## config.mk

```make
export PLATFORM = sky130hd
export DESIGN_NAME = scc_coproc
export DESIGN_NICKNAME = d
export VERILOG_FILES = /design/src/common/scc_pkg.sv /design/src/design/scc_coproc.sv /design/src/design/scc_region_bank.sv
export VERILOG_INCLUDE_DIRS = /design/src /design/src/common
export SDC_FILE = /design/constraint.sdc
export NUM_CORES = 1
export LEC_CHECK = 0
export BUFFER_PORTS_ARGS = -buffer_cell sky130_fd_sc_hd__buf_4
export CAP_MARGIN = 10
export CORE_AREA = 4 4 357 359
export DETAILED_ROUTE_END_ITERATION = 10
export DIE_AREA = 0 0 361 363
export PLACE_DENSITY = 0.52
export SYNTH_ARGS = -nofsm -noshare
export SYNTH_HDL_FRONTEND = slang
export SYNTH_SLANG_ARGS = --single-unit
```

## constraint.sdc

```tcl
create_clock -name core_clk -period 2.2 [get_ports core_clk]
set_input_delay 0.55 -clock core_clk [delete_from_list [all_inputs] [get_ports core_clk]]
set_output_delay 0.55 -clock core_clk [all_outputs]
set_load 0.005 [all_outputs]
```

## src/common/scc_params.svh

```systemverilog
/*
 system control coprocessor constants: primary numbers, selectors, reset values, bit positions.
 assumes inclusion from the package and design files by bare name.
*/
`ifndef SCC_PARAMS_SVH
`define SCC_PARAMS_SVH
`define SCC_PRI_IDENT 4'h0
`define SCC_PRI_CTRL 4'h1
`define SCC_PRI_CACHEABLE 4'h2
`define SCC_PRI_BUFFERABLE 4'h3
`define SCC_PRI_PERM 4'h5
`define SCC_PRI_REGION 4'h6
`define SCC_PRI_CACHE_OP 4'h7
`define SCC_PRI_LOCK_LOC 4'h9
`define SCC_PRI_TRACE_ID 4'hd
`define SCC_PRI_TEST 4'hf
`define SCC_OP2_CACHE_TYPE 3'h1
`define SCC_OP2_LOC_SIZE 3'h2
`define SCC_SEC_LOCK 4'h0
`define SCC_SEC_LOC_REGION 4'h1
`define SCC_SEC_TEST_A 4'h0
`define SCC_SEC_TEST_B 4'h1
`define SCC_CTRL_HIVEC_BIT 13
`define SCC_CTRL_IMEM_EN_BIT 18
`define SCC_CTRL_BIG_END_BIT 7
`define SCC_RESET_WORD 32'h0000_0000
`define SCC_SIDE_DATA 1'b0
`define SCC_SIDE_INSTR 1'b1
`endif

```

## src/common/scc_pkg.sv

```systemverilog
/*
 types of the system control coprocessor: request and answer structs, abort tracker states.
 assumes scc_params.svh is on the include path.
*/
package scc_pkg;
`include "scc_params.svh"
    typedef struct packed {
        logic valid;
        logic is_reg_xfer;
        logic is_read;
        logic cond_pass;
        logic privileged;
        logic [2:0] opc1;
        logic [3:0] pri;
        logic [3:0] sec;
        logic [2:0] opc2;
        logic [31:0] wdata;
    } scc_req_s;

    typedef struct packed {
        logic valid;
        logic undef_trap;
        logic [31:0] rdata;
    } scc_rsp_s;

    typedef struct packed {
        logic valid;
        logic [3:0] sec;
        logic [2:0] opc2;
        logic [31:0] data;
    } scc_cache_cmd_s;

    typedef enum logic [1:0] {
        SCC_AB_IDLE = 2'b01,
        SCC_AB_ARMED = 2'b10
    } scc_abort_e;
endpackage

```

## src/design/scc_coproc.sv

```systemverilog
/*
 system control coprocessor register map with access decode and base-restored abort tracking.
 assumes the core presents one decoded coprocessor request per cycle, synchronous to core_clk.
*/
// Summary of operation
// registers are reached only by register transfer instructions, reads return and writes store.
// a transfer whose condition fails reads and writes nothing.
// on a data abort the base register is restored to its value before the instruction.
// primary 0 gives identification, cache type and memory size views by secondary opcode, writes ignored.
// primaries 2, 5 and 9 keep separate instruction and data copies chosen by the secondary fields.
// primary 7 takes writes as cache commands and reads back zero.
// primary 1 is a read-write control word that includes the endianness select.
// primary 6 holds one base-and-size word per region chosen by the secondary register field.
// primary 13 is a read-write trace context word driven to the trace logic.
// primary 15 holds self-test, test state, debug pointer and trace control words.
// primary 3 is a read-write write buffer control word.
// unassigned primaries read zero and ignore writes.
// unprivileged transfers and any non-transfer instruction to this unit trap as undefined.
// reset clears all state except the high-vector and instruction memory enable bits taken from pins.
`timescale 1ns/10ps
`include "scc_params.svh"
module scc_coproc
    import scc_pkg::*;
#(
    parameter logic [31:0] DEVICE_ID = 32'h0000_0001,  // arbitrary value
    parameter logic [31:0] CACHE_TYPE = 32'h0000_0000,
    parameter logic [31:0] LOCAL_MEM_SIZE = 32'h0000_0000,
    parameter int NUM_REGIONS = 8
)
(
    input wire logic core_clk,
    input wire logic reset_n,
    input wire scc_req_s req,
    output scc_rsp_s rsp,
    input wire logic high_vector_init_pin,
    input wire logic instr_memory_enable_init_pin,
    input wire logic mem_instr_start,
    input wire logic [31:0] mem_base_before,
    input wire logic mem_instr_done,
    input wire logic data_abort,
    output logic base_restore_valid,
    output logic [31:0] base_restore_value,
    output logic [31:0] system_control,
    output logic big_endian,
    output logic [1:0][31:0] cacheability,
    output logic [31:0] bufferability,
    output logic [1:0][31:0] permissions,
    output logic [NUM_REGIONS-1:0][31:0] regions,
    output logic [1:0][31:0] way_lock,
    output logic [1:0][31:0] local_mem_region,
    output logic [31:0] trace_context_id,
    output logic [31:0] memory_self_test,
    output logic [31:0] test_state,
    output logic [31:0] cache_debug_pointer,
    output logic [31:0] trace_control,
    output scc_cache_cmd_s cache_cmd
);
    localparam int IDX_W = (NUM_REGIONS > 1) ? $clog2(NUM_REGIONS) : 1;

    // side select of paired registers: low secondary opcode bit picks instruction side
    function automatic logic side_of(input logic [2:0] opc2);
        return opc2[0];
    endfunction

    // primary 15 selector: returns one-hot of self test, test state, debug pointer, trace ctrl
    function automatic logic [3:0] test_sel(input logic [3:0] sec, input logic [2:0] opc2);
        logic [3:0] s;
        s = 4'h0;
        if ((sec == `SCC_SEC_TEST_B) && (opc2 == 3'h0))
        begin
            s = 4'h1;
        end
        else if ((sec == `SCC_SEC_TEST_A) && (opc2 == 3'h0))
        begin
            s = 4'h2;
        end
        else if ((sec == `SCC_SEC_TEST_A) && (opc2 == 3'h1))
        begin
            s = 4'h4;
        end
        else if ((sec == `SCC_SEC_TEST_B) && (opc2 == 3'h1))
        begin
            s = 4'h8;
        end
        return s;
    endfunction

    logic trap;
    logic go;
    logic wr;
    logic rd;
    logic [3:0] tsel;
    logic [31:0] rd_word;
    logic [31:0] region_rd;
    logic [31:0] ctrl_q;
    logic init_done_q;
    logic [31:0] cacheable_q [2];
    logic [31:0] perm_q [2];
    logic [31:0] lock_q [2];
    logic [31:0] loc_region_q [2];
    logic [31:0] buffer_q;
    logic [31:0] trace_id_q;
    logic [31:0] self_test_q;
    logic [31:0] test_state_q;
    logic [31:0] debug_ptr_q;
    logic [31:0] trace_ctrl_q;
    scc_rsp_s rsp_q;
    scc_cache_cmd_s cmd_q;
    scc_abort_e ab_state_q;
    logic [31:0] saved_base_q;
    logic restore_valid_q;
    logic [31:0] restore_value_q;

    assign trap = req.valid && (!req.is_reg_xfer || !req.privileged);
    assign go = req.valid && req.is_reg_xfer && req.privileged && req.cond_pass;
    assign wr = go && !req.is_read;
    assign rd = go && req.is_read;
    assign tsel = test_sel(req.sec, req.opc2);

    scc_region_bank #(
        .NUM_REGIONS(NUM_REGIONS),
        .IDX_W(IDX_W)
    ) u_regions (
        .core_clk(core_clk),
        .reset_n(reset_n),
        .wr_en(wr && (req.pri == `SCC_PRI_REGION)),
        .wr_idx(req.sec[IDX_W-1:0]),
        .wr_data(req.wdata),
        .rd_idx(req.sec[IDX_W-1:0]),
        .rd_data(region_rd),
        .regions(regions)
    );

    // control word, pin-loaded bits caught on the first edge after release
    always_ff @(posedge core_clk or negedge reset_n)
    begin
        if (!reset_n)
        begin
            ctrl_q <= `SCC_RESET_WORD;
            init_done_q <= 1'b0;
        end
        else if (!init_done_q)
        begin
            init_done_q <= 1'b1;
            ctrl_q[`SCC_CTRL_HIVEC_BIT] <= high_vector_init_pin;
            ctrl_q[`SCC_CTRL_IMEM_EN_BIT] <= instr_memory_enable_init_pin;
        end
        else if (wr && (req.pri == `SCC_PRI_CTRL))
        begin
            ctrl_q <= req.wdata;
        end
    end

    genvar s;
    generate
        for (s = 0; s < 2; s++)
        begin : g_side
            always_ff @(posedge core_clk or negedge reset_n)
            begin
                if (!reset_n)
                begin
                    cacheable_q[s] <= `SCC_RESET_WORD;
                    perm_q[s] <= `SCC_RESET_WORD;
                    lock_q[s] <= `SCC_RESET_WORD;
                    loc_region_q[s] <= `SCC_RESET_WORD;
                end
                else if (wr && (side_of(req.opc2) == 1'(s)))
                begin
                    if (req.pri == `SCC_PRI_CACHEABLE)
                    begin
                        cacheable_q[s] <= req.wdata;
                    end
                    if (req.pri == `SCC_PRI_PERM)
                    begin
                        perm_q[s] <= req.wdata;
                    end
                    if ((req.pri == `SCC_PRI_LOCK_LOC) && (req.sec == `SCC_SEC_LOCK))
                    begin
                        lock_q[s] <= req.wdata;
                    end
                    if ((req.pri == `SCC_PRI_LOCK_LOC) && (req.sec == `SCC_SEC_LOC_REGION))
                    begin
                        loc_region_q[s] <= req.wdata;
                    end
                end
            end
            assign cacheability[s] = cacheable_q[s];
            assign permissions[s] = perm_q[s];
            assign way_lock[s] = lock_q[s];
            assign local_mem_region[s] = loc_region_q[s];
        end
    endgenerate

    // single-word registers at primaries 3 and 13
    always_ff @(posedge core_clk or negedge reset_n)
    begin
        if (!reset_n)
        begin
            buffer_q <= `SCC_RESET_WORD;
            trace_id_q <= `SCC_RESET_WORD;
        end
        else if (wr)
        begin
            if (req.pri == `SCC_PRI_BUFFERABLE)
            begin
                buffer_q <= req.wdata;
            end
            if (req.pri == `SCC_PRI_TRACE_ID)
            begin
                trace_id_q <= req.wdata;
            end
        end
    end

    // test and debug words at primary 15
    always_ff @(posedge core_clk or negedge reset_n)
    begin
        if (!reset_n)
        begin
            self_test_q <= `SCC_RESET_WORD;
            test_state_q <= `SCC_RESET_WORD;
            debug_ptr_q <= `SCC_RESET_WORD;
            trace_ctrl_q <= `SCC_RESET_WORD;
        end
        else if (wr && (req.pri == `SCC_PRI_TEST))
        begin
            if (tsel[0])
            begin
                self_test_q <= req.wdata;
            end
            if (tsel[1])
            begin
                test_state_q <= req.wdata;
            end
            if (tsel[2])
            begin
                debug_ptr_q <= req.wdata;
            end
            if (tsel[3])
            begin
                trace_ctrl_q <= req.wdata;
            end
        end
    end

    // read multiplexer
    always_comb
    begin
        rd_word = 32'h0000_0000;
        if (req.pri == `SCC_PRI_IDENT)
        begin
            if (req.opc2 == `SCC_OP2_CACHE_TYPE)
            begin
                rd_word = CACHE_TYPE;
            end
            else if (req.opc2 == `SCC_OP2_LOC_SIZE)
            begin
                rd_word = LOCAL_MEM_SIZE;
            end
            else
            begin
                rd_word = DEVICE_ID;
            end
        end
        else if (req.pri == `SCC_PRI_CTRL)
        begin
            rd_word = ctrl_q;
        end
        else if (req.pri == `SCC_PRI_CACHEABLE)
        begin
            rd_word = cacheable_q[side_of(req.opc2)];
        end
        else if (req.pri == `SCC_PRI_BUFFERABLE)
        begin
            rd_word = buffer_q;
        end
        else if (req.pri == `SCC_PRI_PERM)
        begin
            rd_word = perm_q[side_of(req.opc2)];
        end
        else if (req.pri == `SCC_PRI_REGION)
        begin
            rd_word = region_rd;
        end
        else if (req.pri == `SCC_PRI_CACHE_OP)
        begin
            rd_word = 32'h0000_0000;
        end
        else if (req.pri == `SCC_PRI_LOCK_LOC)
        begin
            if (req.sec == `SCC_SEC_LOC_REGION)
            begin
                rd_word = loc_region_q[side_of(req.opc2)];
            end
            else if (req.sec == `SCC_SEC_LOCK)
            begin
                rd_word = lock_q[side_of(req.opc2)];
            end
        end
        else if (req.pri == `SCC_PRI_TRACE_ID)
        begin
            rd_word = trace_id_q;
        end
        else if (req.pri == `SCC_PRI_TEST)
        begin
            if (tsel[0])
            begin
                rd_word = self_test_q;
            end
            else if (tsel[1])
            begin
                rd_word = test_state_q;
            end
            else if (tsel[2])
            begin
                rd_word = debug_ptr_q;
            end
            else if (tsel[3])
            begin
                rd_word = trace_ctrl_q;
            end
        end
    end

    // answer to the core one cycle after the request
    always_ff @(posedge core_clk or negedge reset_n)
    begin
        if (!reset_n)
        begin
            rsp_q <= '0;
        end
        else
        begin
            rsp_q.valid <= req.valid;
            rsp_q.undef_trap <= trap;
            if (rd)
            begin
                rsp_q.rdata <= rd_word;
            end
        end
    end

    // cache maintenance command pulse
    always_ff @(posedge core_clk or negedge reset_n)
    begin
        if (!reset_n)
        begin
            cmd_q <= '0;
        end
        else
        begin
            cmd_q.valid <= wr && (req.pri == `SCC_PRI_CACHE_OP);
            if (wr && (req.pri == `SCC_PRI_CACHE_OP))
            begin
                cmd_q.sec <= req.sec;
                cmd_q.opc2 <= req.opc2;
                cmd_q.data <= req.wdata;
            end
        end
    end

    // base-restored abort tracking
    always_ff @(posedge core_clk or negedge reset_n)
    begin
        if (!reset_n)
        begin
            ab_state_q <= SCC_AB_IDLE;
            saved_base_q <= `SCC_RESET_WORD;
            restore_valid_q <= 1'b0;
            restore_value_q <= `SCC_RESET_WORD;
        end
        else
        begin
            restore_valid_q <= 1'b0;
            case (ab_state_q)
                SCC_AB_IDLE:
                begin
                    if (mem_instr_start)
                    begin
                        saved_base_q <= mem_base_before;
                        ab_state_q <= SCC_AB_ARMED;
                    end
                end
                SCC_AB_ARMED:
                begin
                    if (data_abort)
                    begin
                        restore_valid_q <= 1'b1;
                        restore_value_q <= saved_base_q;
                        ab_state_q <= SCC_AB_IDLE;
                    end
                    else if (mem_instr_done)
                    begin
                        ab_state_q <= SCC_AB_IDLE;
                    end
                end
                default:
                begin
                    ab_state_q <= SCC_AB_IDLE;
                end
            endcase
        end
    end

    assign rsp = rsp_q;
    assign cache_cmd = cmd_q;
    assign base_restore_valid = restore_valid_q;
    assign base_restore_value = restore_value_q;
    assign system_control = ctrl_q;
    assign big_endian = ctrl_q[`SCC_CTRL_BIG_END_BIT];
    assign bufferability = buffer_q;
    assign trace_context_id = trace_id_q;
    assign memory_self_test = self_test_q;
    assign test_state = test_state_q;
    assign cache_debug_pointer = debug_ptr_q;
    assign trace_control = trace_ctrl_q;
endmodule // scc_coproc

```

## src/design/scc_region_bank.sv

```systemverilog
/*
 bank of protection region base-and-size words, one per region.
 assumes writes are already qualified by the caller; read is combinational.
*/
`timescale 1ns/10ps
`include "scc_params.svh"
module scc_region_bank
    import scc_pkg::*;
#(
    parameter int NUM_REGIONS = 8,
    parameter int IDX_W = 3
)
(
    input wire logic core_clk,
    input wire logic reset_n,
    input wire logic wr_en,
    input wire logic [IDX_W-1:0] wr_idx,
    input wire logic [31:0] wr_data,
    input wire logic [IDX_W-1:0] rd_idx,
    output logic [31:0] rd_data,
    output logic [NUM_REGIONS-1:0][31:0] regions
);
    logic [31:0] region_q [NUM_REGIONS];

    genvar g;
    generate
        for (g = 0; g < NUM_REGIONS; g++)
        begin : g_region
            always_ff @(posedge core_clk or negedge reset_n)
            begin
                if (!reset_n)
                begin
                    region_q[g] <= `SCC_RESET_WORD;
                end
                else if (wr_en && (wr_idx == IDX_W'(g)))
                begin
                    region_q[g] <= wr_data;
                end
            end
            assign regions[g] = region_q[g];
        end
    endgenerate

    always_comb
    begin
        rd_data = 32'h0000_0000;
        if (int'(rd_idx) < NUM_REGIONS)
        begin
            rd_data = region_q[rd_idx];
        end
    end
endmodule // scc_region_bank

```

==> results by group, run 1 <==
Timing
  • Worst Slack Setup Final: 0.145 ns
  • Final Critical Period: 2.06 ns
  • Final Skew: 0.0430 ns
  • Slew Limit Fails: 0
  • Worst-Margin Slew: 0.785 ns
  • Setup TNS Final: 0 ns
  • Maximum clock rate: 0.487 GHz
  • Relative slew slack: 0.476
  • RSZ-0062 raised after global routing: no
  • Final-report setup violation count: 0
  • Final Hold Fails: 0
  • Tcrit/Tclk final: 0.934

Hold path
  • Worst hold path type: in -> reg
  • Hold Path Cell Cnt: 2

Floorplanning
  • Rows: 129
  • Core Box Area: 0.124 mm2
  • Height of the chip: 363 um
  • Die area: 0.131 mm2
  • Die Wd: 361 um
  • Starting Density: 0.317
  • I/O pin total: 934

Cells and area
  • Layout fillers: 11,551
  • Final instance area: 0.0552 mm2
  • Share of cells above drive strength 1: 0.586
  • Finished Core Util: 0.446
  • Finished Layout Cells: 5,734
  • Layout area overhead: 40.5%
  • Register Area: 0.0220 mm2
  • Multi-input gate area: 0.0167 mm2
  • Nets: 4,095

Setup path
  • Slowest CP cell: dfrtp_1
  • Crit Path Max Fanout: 4
  • Worst Path Required: 1.65 ns
  • Max stage delay on crit path: 0.57 ns
  • R2R cell count: 5
  • Worst setup EP type: primary output
  • Startpoint type of the worst setup path: flop
  • Critical Path Stages: 1
  • Delay-heaviest family, CP: flip-flops
  • Worst Setup Path Type: reg -> out
  • Combined buffer and inverter count along the critical path: 1
  • Crit-path cells: buf_4
  • CP arrival: 1.51 ns

Yosys
  • Sequential area share after synthesis: 0.560
  • Netlist Area Pre-Place: 0.0393 mm2
  • Async S/R FF share, synth: 1.00
  • Synth cell types: 62
  • Number of flops mapped to enable cells by yosys: 0
  • Synth warn: 0
  • Mapped Nets: 2,969
  • Number of register bits inferred by synthesis: 878
  • Most common flop cell mapped by yosys: dfrtp_1
  • Cell count after synthesis: 2,879
  • Mean Syn Cell Area: 13.6 um2

Drt
  • Pre-antenna DRT Iters: 5
  • Iter 0 DRT Violations: 2,211
  • Drt via density: 5.35
  • Antenna-violating nets left: 0
  • # DRC: 0
  • Final WL: 190 mm
  • Wire per inst: 33.1 um
  • Total number of vias: 30,666

Power
  • Leakage: 27.8 nW
  • Peak supply drop: 742 uV
  • PwrDens: 713 mW/mm2

Clocking
  • Clock root buffer: clkbuf_16
  • Maximum clock path buffer count: 3
  • H-tree Lvls: 3
  • Num CTS Buffers: 104
  • Clock Latency Late Sink: 0.75 ns
  • Clock sinks: 878
  • CTS clk-pin slew, worst paths: 0.06 ns
  • CTS tree: done

Placed design
  • Dpl ws: -0.571 ns
  • PortBufs: 930
  • Placed cells: 5,522
  • Gp weighted congestion: 0.879
  • Post-Place Cell Area: 0.0514 mm2
  • HPWL Detailed: 144 mm

GRT
  • Largest net degree at the start of global routing: 77
  • Initial antenna violation count: 6
  • Vias in the first global route: 31,221
  • Global router's overall resource usage: 0.282
  • Grt ovf: 0
  • First-pass GRT wire length: 261 mm

Flow run
  • Maxcap violations: 0

Outcome
  • Status: completed
==> cell type report <==
| cell class | count | area share |
|---|---|---|
| diodes | 7 | 0.000317 |
| multi-input cells | 1733 | 0.303 |
| clock inverters | 26 | 0.00707 |
| repair buffers | 1279 | 0.196 |
| clock buffers | 165 | 0.0582 |
| inverters | 9 | 0.000612 |
| flip-flops and latches | 878 | 0.398 |
| well taps | 1637 | 0.0371 |
==> cells by family (layout without fill, tap and decap cells) <==
family	Yosys count	after routing	synth area share
mux	994	994	0.310
flops	878	878	0.560
compound gates	375	375	0.0610
simple gates	362	362	0.0402
buf+inv	268	1479	0.0294
other cells	1	8	0.0000955
xor+xnor	1	1	0.000223
==> per-stage QoR <==
step / total power, mW / hold slack [ns]
2_1_floorplan: 18.9 / 0.254
4_1_cts: 39.7 / 0.00143
3_3_place_gp: 21.5 / 0.443
5_1_grt: 40.7 / 0.0194
3_5_place_dp: 21.5 / 0.454
6_report: 39.3 / 0.0625
==> layout by cell type, fill, tap and decap left out, types with 92 or more instances in the layout <==
cell,count
mux4_2,94
buf_12,92
o21ai_0,103
dfrtp_1,877
nor2_1,97
mux2_2,745
nand2_1,163
buf_4,1170
a21oi_1,99
clkbuf_16,105
==> report_power, final <==
group / internal, mW / switching [mW] / total, mW
logic: 1.76 / 2.08 / 3.84
clock network: 10.7 / 7.40 / 18.1
registers: 16.9 / 0.509 / 17.4
total: 29.4 / 9.99 / 39.3
==> repair_timing <==
item                                   CTS  global route
hold buffers                            14             0
buffers inserted                         0             0
gates resized for setup                  0             0
endpoints found under the hold margin   38             0
==> registers in the layout, summed over array words and instances (netlist names), 32 cells and up <==
name                 cells
base_restore_value      32
bufferability           32
cache_cmd               40
cache_debug_pointer     32
cacheability            64
local_mem_region        64
memory_self_test        32
permissions             64
rsp                     34
saved_base_q            32
system_control          32
test_state              32
trace_context_id        32
trace_control           32
u_regions.regions      256
way_lock                64
==> metal layers <==
layer,track usage,up-vias,wire [um]
li1,-,12809,-
met1,0.365,16446,79300
met2,0.461,1165,89700
met3,0.0753,246,13800
met4,0.0930,0,6990
met5,0,-,0
==> worst paths after layout <==
check                                               to  slack, ns              startpoint
worst max register to register                  rsp[4]       0.18  u_regions.regions[132]
max in group asynchronous        u_regions.regions[40]       0.94                 reset_n
worst max-delay path                 bufferability[12]       0.14       bufferability[12]
worst min register to register  base_restore_value[18]       0.46        saved_base_q[18]
worst min-delay path                   saved_base_q[9]       0.06      mem_base_before[9]
min in group asynchronous            bufferability[11]       0.32                 reset_n
==> cell usage after synthesis, types with 5 or more instances <==
master / count / area, um2
o211ai_1: 9 / 67.6
mux2_1: 14 / 158
o21ai_1: 8 / 40.0
o311a_1: 9 / 90.1
buf_4: 7 / 52.6
a22oi_1: 38 / 285
inv_1: 9 / 33.8
mux2_2: 807 / 9090
a21oi_1: 99 / 495
dfrtp_1: 877 / 21900
a221oi_1: 21 / 184
buf_2: 93 / 465
clkbuf_1: 142 / 533
a2111oi_0: 6 / 52.6
o31a_1: 9 / 78.8
and3_1: 6 / 37.5
a211oi_1: 10 / 75.1
o21ai_0: 107 / 536
nor3_2: 5 / 50.1
nand3_1: 21 / 105
nand2b_1: 8 / 50.1
nor2_1: 109 / 409
mux2i_1: 79 / 791
o221ai_1: 25 / 219
nor3_1: 17 / 85.1
mux4_2: 94 / 2120
o21a_1: 6 / 45.0
nand2_1: 167 / 627
buf_1: 16 / 60.1
o31ai_1: 7 / 52.6
No activity file was read; power rests on OpenSTA's default activity.
==> run 2, diff against run 1 <==
==> constraint.sdc (replaced) <==
create_clock -name core_clk -period 2.05 [get_ports core_clk]
set_input_delay 0.5125 -clock core_clk [delete_from_list [all_inputs] [get_ports core_clk]]
set_output_delay 0.5125 -clock core_clk [all_outputs]
set_load 0.005 [all_outputs]
==> results by group, run 2 (same netlist as run 1, synthesis figures left out) <==
Outcome
  • Status: completed

Setup path
  • CP arrival: 2.59 ns (+1.08 ns)
  • Crit-path cells: mux4_2 > a22oi_1 > buf_4 > o221ai_1 > a311oi_1 > o21ai_1
  • Worst Setup Path Type: reg -> reg
  • Slowest CP cell: mux4_2
  • Worst Path Required: 2.63 ns (+0.98 ns)
  • Startpoint type of the worst setup path: flop
  • Max stage delay on crit path: 0.47 ns (-0.10 ns)
  • Worst setup EP type: flop
  • Crit Path Max Fanout: 3 (-1)

Floorplanning
  • Rows: 129 (unchanged)
  • Die area: 0.131 mm2 (unchanged)
  • Height of the chip: 363 um (unchanged)
  • Starting Density: 0.317 (unchanged)
  • Die Wd: 361 um (unchanged)
  • Core Box Area: 0.124 mm2 (unchanged)
  • I/O pin total: 934 (unchanged)

Clocking
  • Clock root buffer: clkbuf_16
  • CTS tree: done
  • Clock sinks: 878 (unchanged)
  • Num CTS Buffers: 102 (-1.9%)
  • Clock Latency Late Sink: 0.70 ns (-0.05 ns)
  • H-tree Lvls: 3 (unchanged)
  • Maximum clock path buffer count: 3 (unchanged)
  • Setup Buffers After CTS: 0 (unchanged)
  • CTS clk-pin slew, worst paths: 0.06 ns (about the same)

Timing
  • Worst Slack Setup Final: 0.0456 ns (-0.0992 ns)
  • Maximum clock rate: 0.499 GHz
  • WHS: 0.0480 ns (-0.0145 ns)
  • RSZ-0062 raised after global routing: no
  • Relative slew slack: 0.415 (-0.0611)
  • Final Critical Period: 2.00 ns
  • Setup TNS Final: 0 ns (unchanged)
  • Worst-Margin Slew: 0.877 ns (+0.0915 ns)
  • Final Hold Fails: 0 (unchanged)
  • Final Skew: 0.0269 ns (-0.0161 ns)
  • Slew Limit Fails: 0 (unchanged)
  • Final-report setup violation count: 0 (unchanged)
  • Tcrit/Tclk final: 0.978

Cells and area
  • Commonest cells after routing, fill and taps aside: buf_4, dfrtp_1, mux2_2
  • Final instance area: 0.0565 mm2 (+2.4%)
  • Share of cells above drive strength 1: 0.594 (+0.00865)
  • Multi-input gate area: 0.0174 mm2 (+4.3%)
  • Layout area overhead: 43.9%
  • Commonest non-fill, non-tap cell in the layout: buf_4
  • Nets: 4,167 (+1.8%)
  • Max reg flops: 256 (unchanged)
  • Register Area: 0.0220 mm2 (unchanged)
  • Layout fillers: 11,374 (-1.5%)

Drt
  • Drt via density: 5.33 (-0.41%)
  • Pre-antenna DRT Iters: 6 (+1)
  • Antenna-violating nets left: 0 (unchanged)
  • Wire per inst: 33.0 um (-0.41%)
  • Final WL: 191 mm (+0.77%)
  • Total number of vias: 30,903 (+0.77%)
  • Iter 0 DRT Violations: 2,514 (+14%)
  • # DRC: 0 (unchanged)

GRT
  • Initial antenna violation count: 9 (+3)
  • Grt met1 use: 0.365 (about the same)
  • First-pass GRT wire length: 264 mm (+1.1%)
  • Largest net degree at the start of global routing: 70 (-9.1%)
  • Grt peak-use layer: met2
  • Global router's overall resource usage: 0.284 (+0.00169)
  • Vias in the first global route: 31,478 (+0.82%)
  • Met3 Use GR: 0.0787 (+0.00344)
  • Met2 usage: 0.467 (+0.00651)
  • Grt ovf: 0 (unchanged)

Placed design
  • HPWL Detailed: 145 mm (+0.95%)
  • Dpl ws: -0.781 ns (-0.210 ns)
  • Gp weighted congestion: 0.890 (+1.2%)
  • Post-Place Cell Area: 0.0528 mm2 (+2.6%)
  • PortBufs: 930 (unchanged)

Hold path
  • Worst hold path type: in -> reg

Power
  • Peak supply drop: 793 uV (+6.9%)
  • Leakage: 28.3 nW (+1.8%)
  • PwrDens: 735 mW/mm2 (+3.1%)

Flow run
  • Maxcap violations: 0 (unchanged)
[run 2: changes by cell type in the layout (fill, tap and decap cells not counted), moves of 3 or more]
cell | before | now
bufinv_16 | 6 | 3
mux2_1 | 8 | 0
buf_12 | 92 | 107
nor2_1 | 97 | 94
mux2_2 | 745 | 580
buf_4 | 1170 | 1215
mux2_4 | 68 | 241
clkbuf_1 | 24 | 20
dlygate4sd3_1 | 14 | 27
clkinv_2 | 9 | 19
clkbuf_8 | 36 | 30
[run 2: cell type report]
cell class | count | area share
clock inverters | 33 | 0.00585
diodes | 5 | 0.000221
multi-input cells | 1733 | 0.308
clock buffers | 154 | 0.0547
well taps | 1637 | 0.0363
inverters | 9 | 0.000598
repair buffers | 1353 | 0.205
flip-flops and latches | 878 | 0.389
[run 2: final timing paths]
path | from | end | slack (ns) | cells past startpoint
max | u_regions.regions[158] | rsp[30] | 0.05 | 6
min | mem_base_before[10] | saved_base_q[10] | 0.05 | 2
max reg2reg | u_regions.regions[158] | rsp[30] | 0.05 | 6
min reg2reg | saved_base_q[2] | base_restore_value[2] | 0.46 | 2
max in group asynchronous | reset_n | way_lock[1] | 0.83 | 3
min in group asynchronous | reset_n | u_regions.regions[182] | 0.30 | 2
[run 2: stage by stage]
| step | std cells | util | power, mW |
|---|---|---|---|
| final | 5802 | 0.456 | 41.5 |
| after detailed placement | 5583 | 0.426 | 23.1 |
| after global placement | 5583 | 0.426 | 23.1 |
| after CTS | 5797 | 0.456 | 41.9 |
| after global routing | 5799 | 0.456 | 42.9 |
| after floorplan | 2879 | - | 20.3 |
[run 2: layer usage]
layer	part of all wire	vias to the layer above
met3	0.075	261
met1	0.41	16471
met2	0.48	1221
met5	0.000068	-
met4	0.034	2
li1	-	12948
[run 2: where the power goes]
group	switching, mW	leakage [nW]	internal [mW]
Combinational	2.25	14.6	1.95
Clock	7.87	1.69	10.8
Sequential	0.537	12.1	18.1
Total	10.7	28.3	30.8
[run 2: critical path: cells and delay by family (launching register included)]
| family | cells | cell delay, ns |
|---|---|---|
| muxes | 1 | 0.47 |
| AOI/OAI and AO/OA | 4 | 0.79 |
| buffers and inverters | 1 | 0.20 |
| DFF | 1 | 0.43 |
[run 2: repair_timing]
action | in CTS | in global routing
gates resized for setup | 1 | 1
hold buffers | 27 | 0
hold endpoints to repair | 43 | 0
endpoints found under the setup margin | 1 | 1
==> run 3, diff against run 2 <==
--- a/config.mk
+++ b/config.mk
@@ -8,10 +8,10 @@
 export LEC_CHECK = 0
 export BUFFER_PORTS_ARGS = -buffer_cell sky130_fd_sc_hd__buf_4
 export CAP_MARGIN = 10
-export CORE_AREA = 4 4 357 359
+export CORE_AREA = 2 2 358 360
 export DETAILED_ROUTE_END_ITERATION = 10
-export DIE_AREA = 0 0 361 363
-export PLACE_DENSITY = 0.52
+export DIE_AREA = 0 0 360 362
+export PLACE_DENSITY = 0.51
 export SYNTH_ARGS = -nofsm -noshare
 export SYNTH_HDL_FRONTEND = slang
 export SYNTH_SLANG_ARGS = --single-unit
==> results by group, run 3 (same netlist as run 1, synthesis figures left out) <==
Timing
  • Maximum clock rate: 0.498 GHz (-0.18%)
  • Final Hold Fails: 0 (unchanged)
  • Worst-Margin Slew: 0.612 ns (-0.265 ns)
  • Setup TNS Final: 0 ns (unchanged)
  • Final Critical Period: 2.01 ns (+0.00370 ns)
  • Tcrit/Tclk final: 0.980 (+0.00181)
  • Final-report setup violation count: 0 (unchanged)
  • WHS: 0.0645 ns (+0.0165 ns)
  • Final Skew: 0.0317 ns (+0.00477 ns)
  • Slew Limit Fails: 0 (unchanged)
  • RSZ-0062 raised after global routing: no
  • Relative slew slack: 0.588 (+0.173)

Floorplanning
  • Height of the chip: 362 um (-0.28%)
  • Core Box Area: 0.127 mm2 (+2.3%)
  • Starting Density: 0.310 (-0.00727)
  • I/O pin total: 934 (unchanged)
  • Rows: 131 (+1.6%)
  • Die Wd: 360 um (-0.28%)
  • Die area: 0.130 mm2 (-0.55%)

Power
  • Total net switching power: 10.6 mW (about the same)
  • Peak supply drop: 760 uV (-4.2%)
  • Leakage: 28.1 nW (-0.92%)
  • Share of power burned in registers: 0.456 (+0.007)
  • Clock power frac: 0.442 (-0.008)
  • Comb pwr share: 0.102 (about the same)
  • Internal Power: 30.3 mW (-1.9%)
  • Sw frac: 0.260 (+0.00359)
  • PwrDens: 730 mW/mm2 (-0.60%)

Outcome
  • Status: completed

Cells and area
  • Finished Core Util: 0.442 (-0.0143)
  • Share of cells above drive strength 1: 0.589 (-0.00537)
  • Commonest non-fill, non-tap cell in the layout: buf_4
  • Commonest cells after routing, fill and taps aside: buf_4, dfrtp_1, mux2_2
  • Layout fillers: 11,763 (+3.4%)
  • Max reg flops: 256 (unchanged)
  • Ant. Diodes: 0 (-5)
  • Layout area overhead: 42.6%
  • Nets: 4,138 (-0.70%)
  • Finished Layout Cells: 5,792 (-0.17%)
  • Final instance area: 0.0560 mm2 (-0.86%)

Setup path
  • Max stage delay on crit path: 0.58 ns (+0.11 ns)
  • Worst Setup Path Type: reg -> out
  • Slowest CP cell: dfrtp_1
  • Worst Path Required: 1.54 ns (-1.09 ns)
  • Crit-path cells: buf_4
  • CP arrival: 1.50 ns (-1.09 ns)
  • Delay-heaviest family, CP: flip-flops
  • Startpoint type of the worst setup path: flop
  • Worst setup EP type: primary output
  • Combined buffer and inverter count along the critical path: 1 (unchanged)
  • Crit Path Max Fanout: 2 (-1)

GRT
  • Grt ovf: 0 (unchanged)
  • Vias in the first global route: 31,151 (-1.0%)
  • Grt met1 use: 0.380 (+0.0146)
  • Global router's overall resource usage: 0.287 (+0.00294)
  • Grt peak-use layer: met2
  • Met2 usage: 0.454 (-0.0135)
  • Initial antenna violation count: 8 (-1)
  • First-pass GRT wire length: 263 mm (-0.48%)
  • Met3 Use GR: 0.0793 (+0.000638)
  • Largest net degree at the start of global routing: 92 (+31%)

Flow run
  • Maxcap violations: 0 (unchanged)

Clocking
  • Clock sinks: 878 (unchanged)
  • Clock Latency Late Sink: 0.73 ns (+0.03 ns)
  • Clock root buffer: clkbuf_16
  • CTS tree: done
  • H-tree Lvls: 3 (unchanged)
  • Maximum clock path buffer count: 3 (unchanged)
  • Num CTS Buffers: 102 (unchanged)
  • CTS clk-pin slew, worst paths: 0.06 ns (about the same)
  • Setup Buffers After CTS: 0 (unchanged)

Placed design
  • Placed cells: 5,570 (-0.23%)
  • HPWL Detailed: 144 mm (-0.85%)
  • Post-Place Cell Area: 0.0524 mm2 (-0.79%)
  • PortBufs: 930 (unchanged)
  • Gp weighted congestion: 0.909 (+2.2%)

Drt
  • Antenna-violating nets left: 0 (unchanged)
  • Pre-antenna DRT Iters: 6 (unchanged)
  • Total number of vias: 30,823 (-0.26%)
  • Final WL: 191 mm (-0.28%)
  • Iter 0 DRT Violations: 2,720 (+8.2%)
  • Drt via density: 5.32 (about the same)
  • # DRC: 0 (unchanged)
  • Wire per inst: 32.9 um (-0.11%)

Hold path
  • Worst hold path type: in -> reg
==> run 3: cell types whose count changed in the layout (fill, tap and decap cells not counted), moves of 4 or more <==
cell,before,now
diode_2,5,0
clkbuf_8,30,23
buf_12,107,96
dlygate4sd3_1,27,36
clkinv_2,19,24
buf_4,1215,1189
clkbuf_1,20,24
==> run 3: through the flow <==
stage / setup WS [ns] / power [mW]
after detailed placement: -0.646 / 23.1
final: 0.0419 / 40.9
after global placement: -0.658 / 23.1
after global routing: 0.0119 / 42.4
after floorplan: -0.261 / 20.3
after CTS: 0.0337 / 41.3
==> run 3: final timing paths <==
| path | from | endpoint | slack [ns] | depth (start not counted) |
|---|---|---|---|---|
| max | rsp[26] | rsp[26] | 0.04 | 1 |
| min | mem_instr_done | ab_state_q[1] | 0.06 | 4 |
| max reg2reg | u_regions.regions[229] | rsp[5] | 0.10 | 6 |
| min reg2reg | saved_base_q[13] | base_restore_value[13] | 0.46 | 2 |
| max in group asynchronous | reset_n | bufferability[19] | 0.84 | 4 |
| min in group asynchronous | reset_n | cache_cmd[30] | 0.30 | 2 |
==> run 3: routing by layer <==
metal  vias up  routed length (um)
met5         -                  41
met2      1275               88400
met3       270               14300
li1      12872                   -
met4         6                6530
met1     16400               81400
==> run 3: layout make-up <==
| cell class | instances | area (um2) | area share |
|---|---|---|---|
| Clock inverter | 36 | 284 | 0.00507 |
| Multi-Input combinational cell | 1733 | 17400 | 0.311 |
| Timing Repair Buffer | 1324 | 11300 | 0.201 |
| Sequential cell | 878 | 22000 | 0.392 |
| Tap cell | 1662 | 2080 | 0.0371 |
| Clock buffer | 150 | 2980 | 0.0533 |
| Inverter | 9 | 33.8 | 0.000603 |
==> run 3: power groups by stage <==
stage | combinational, mW | clock (mW) | sequential [mW]
floorplan | 1.46 | 0 | 18.8
global route | 4.51 | 19.2 | 18.7
CTS | 4.23 | 18.5 | 18.6
detailed placement | 4.18 | 0 | 18.9
global placement | 4.14 | 0 | 18.9
finish | 4.18 | 18.1 | 18.6
==> run 3: repair_timing <==
item | CTS | global route
setup endpoints to repair | 3 | 3
hold endpoints to repair | 49 | 0
hold buffers | 36 | 0
gates resized for setup | 3 | 3
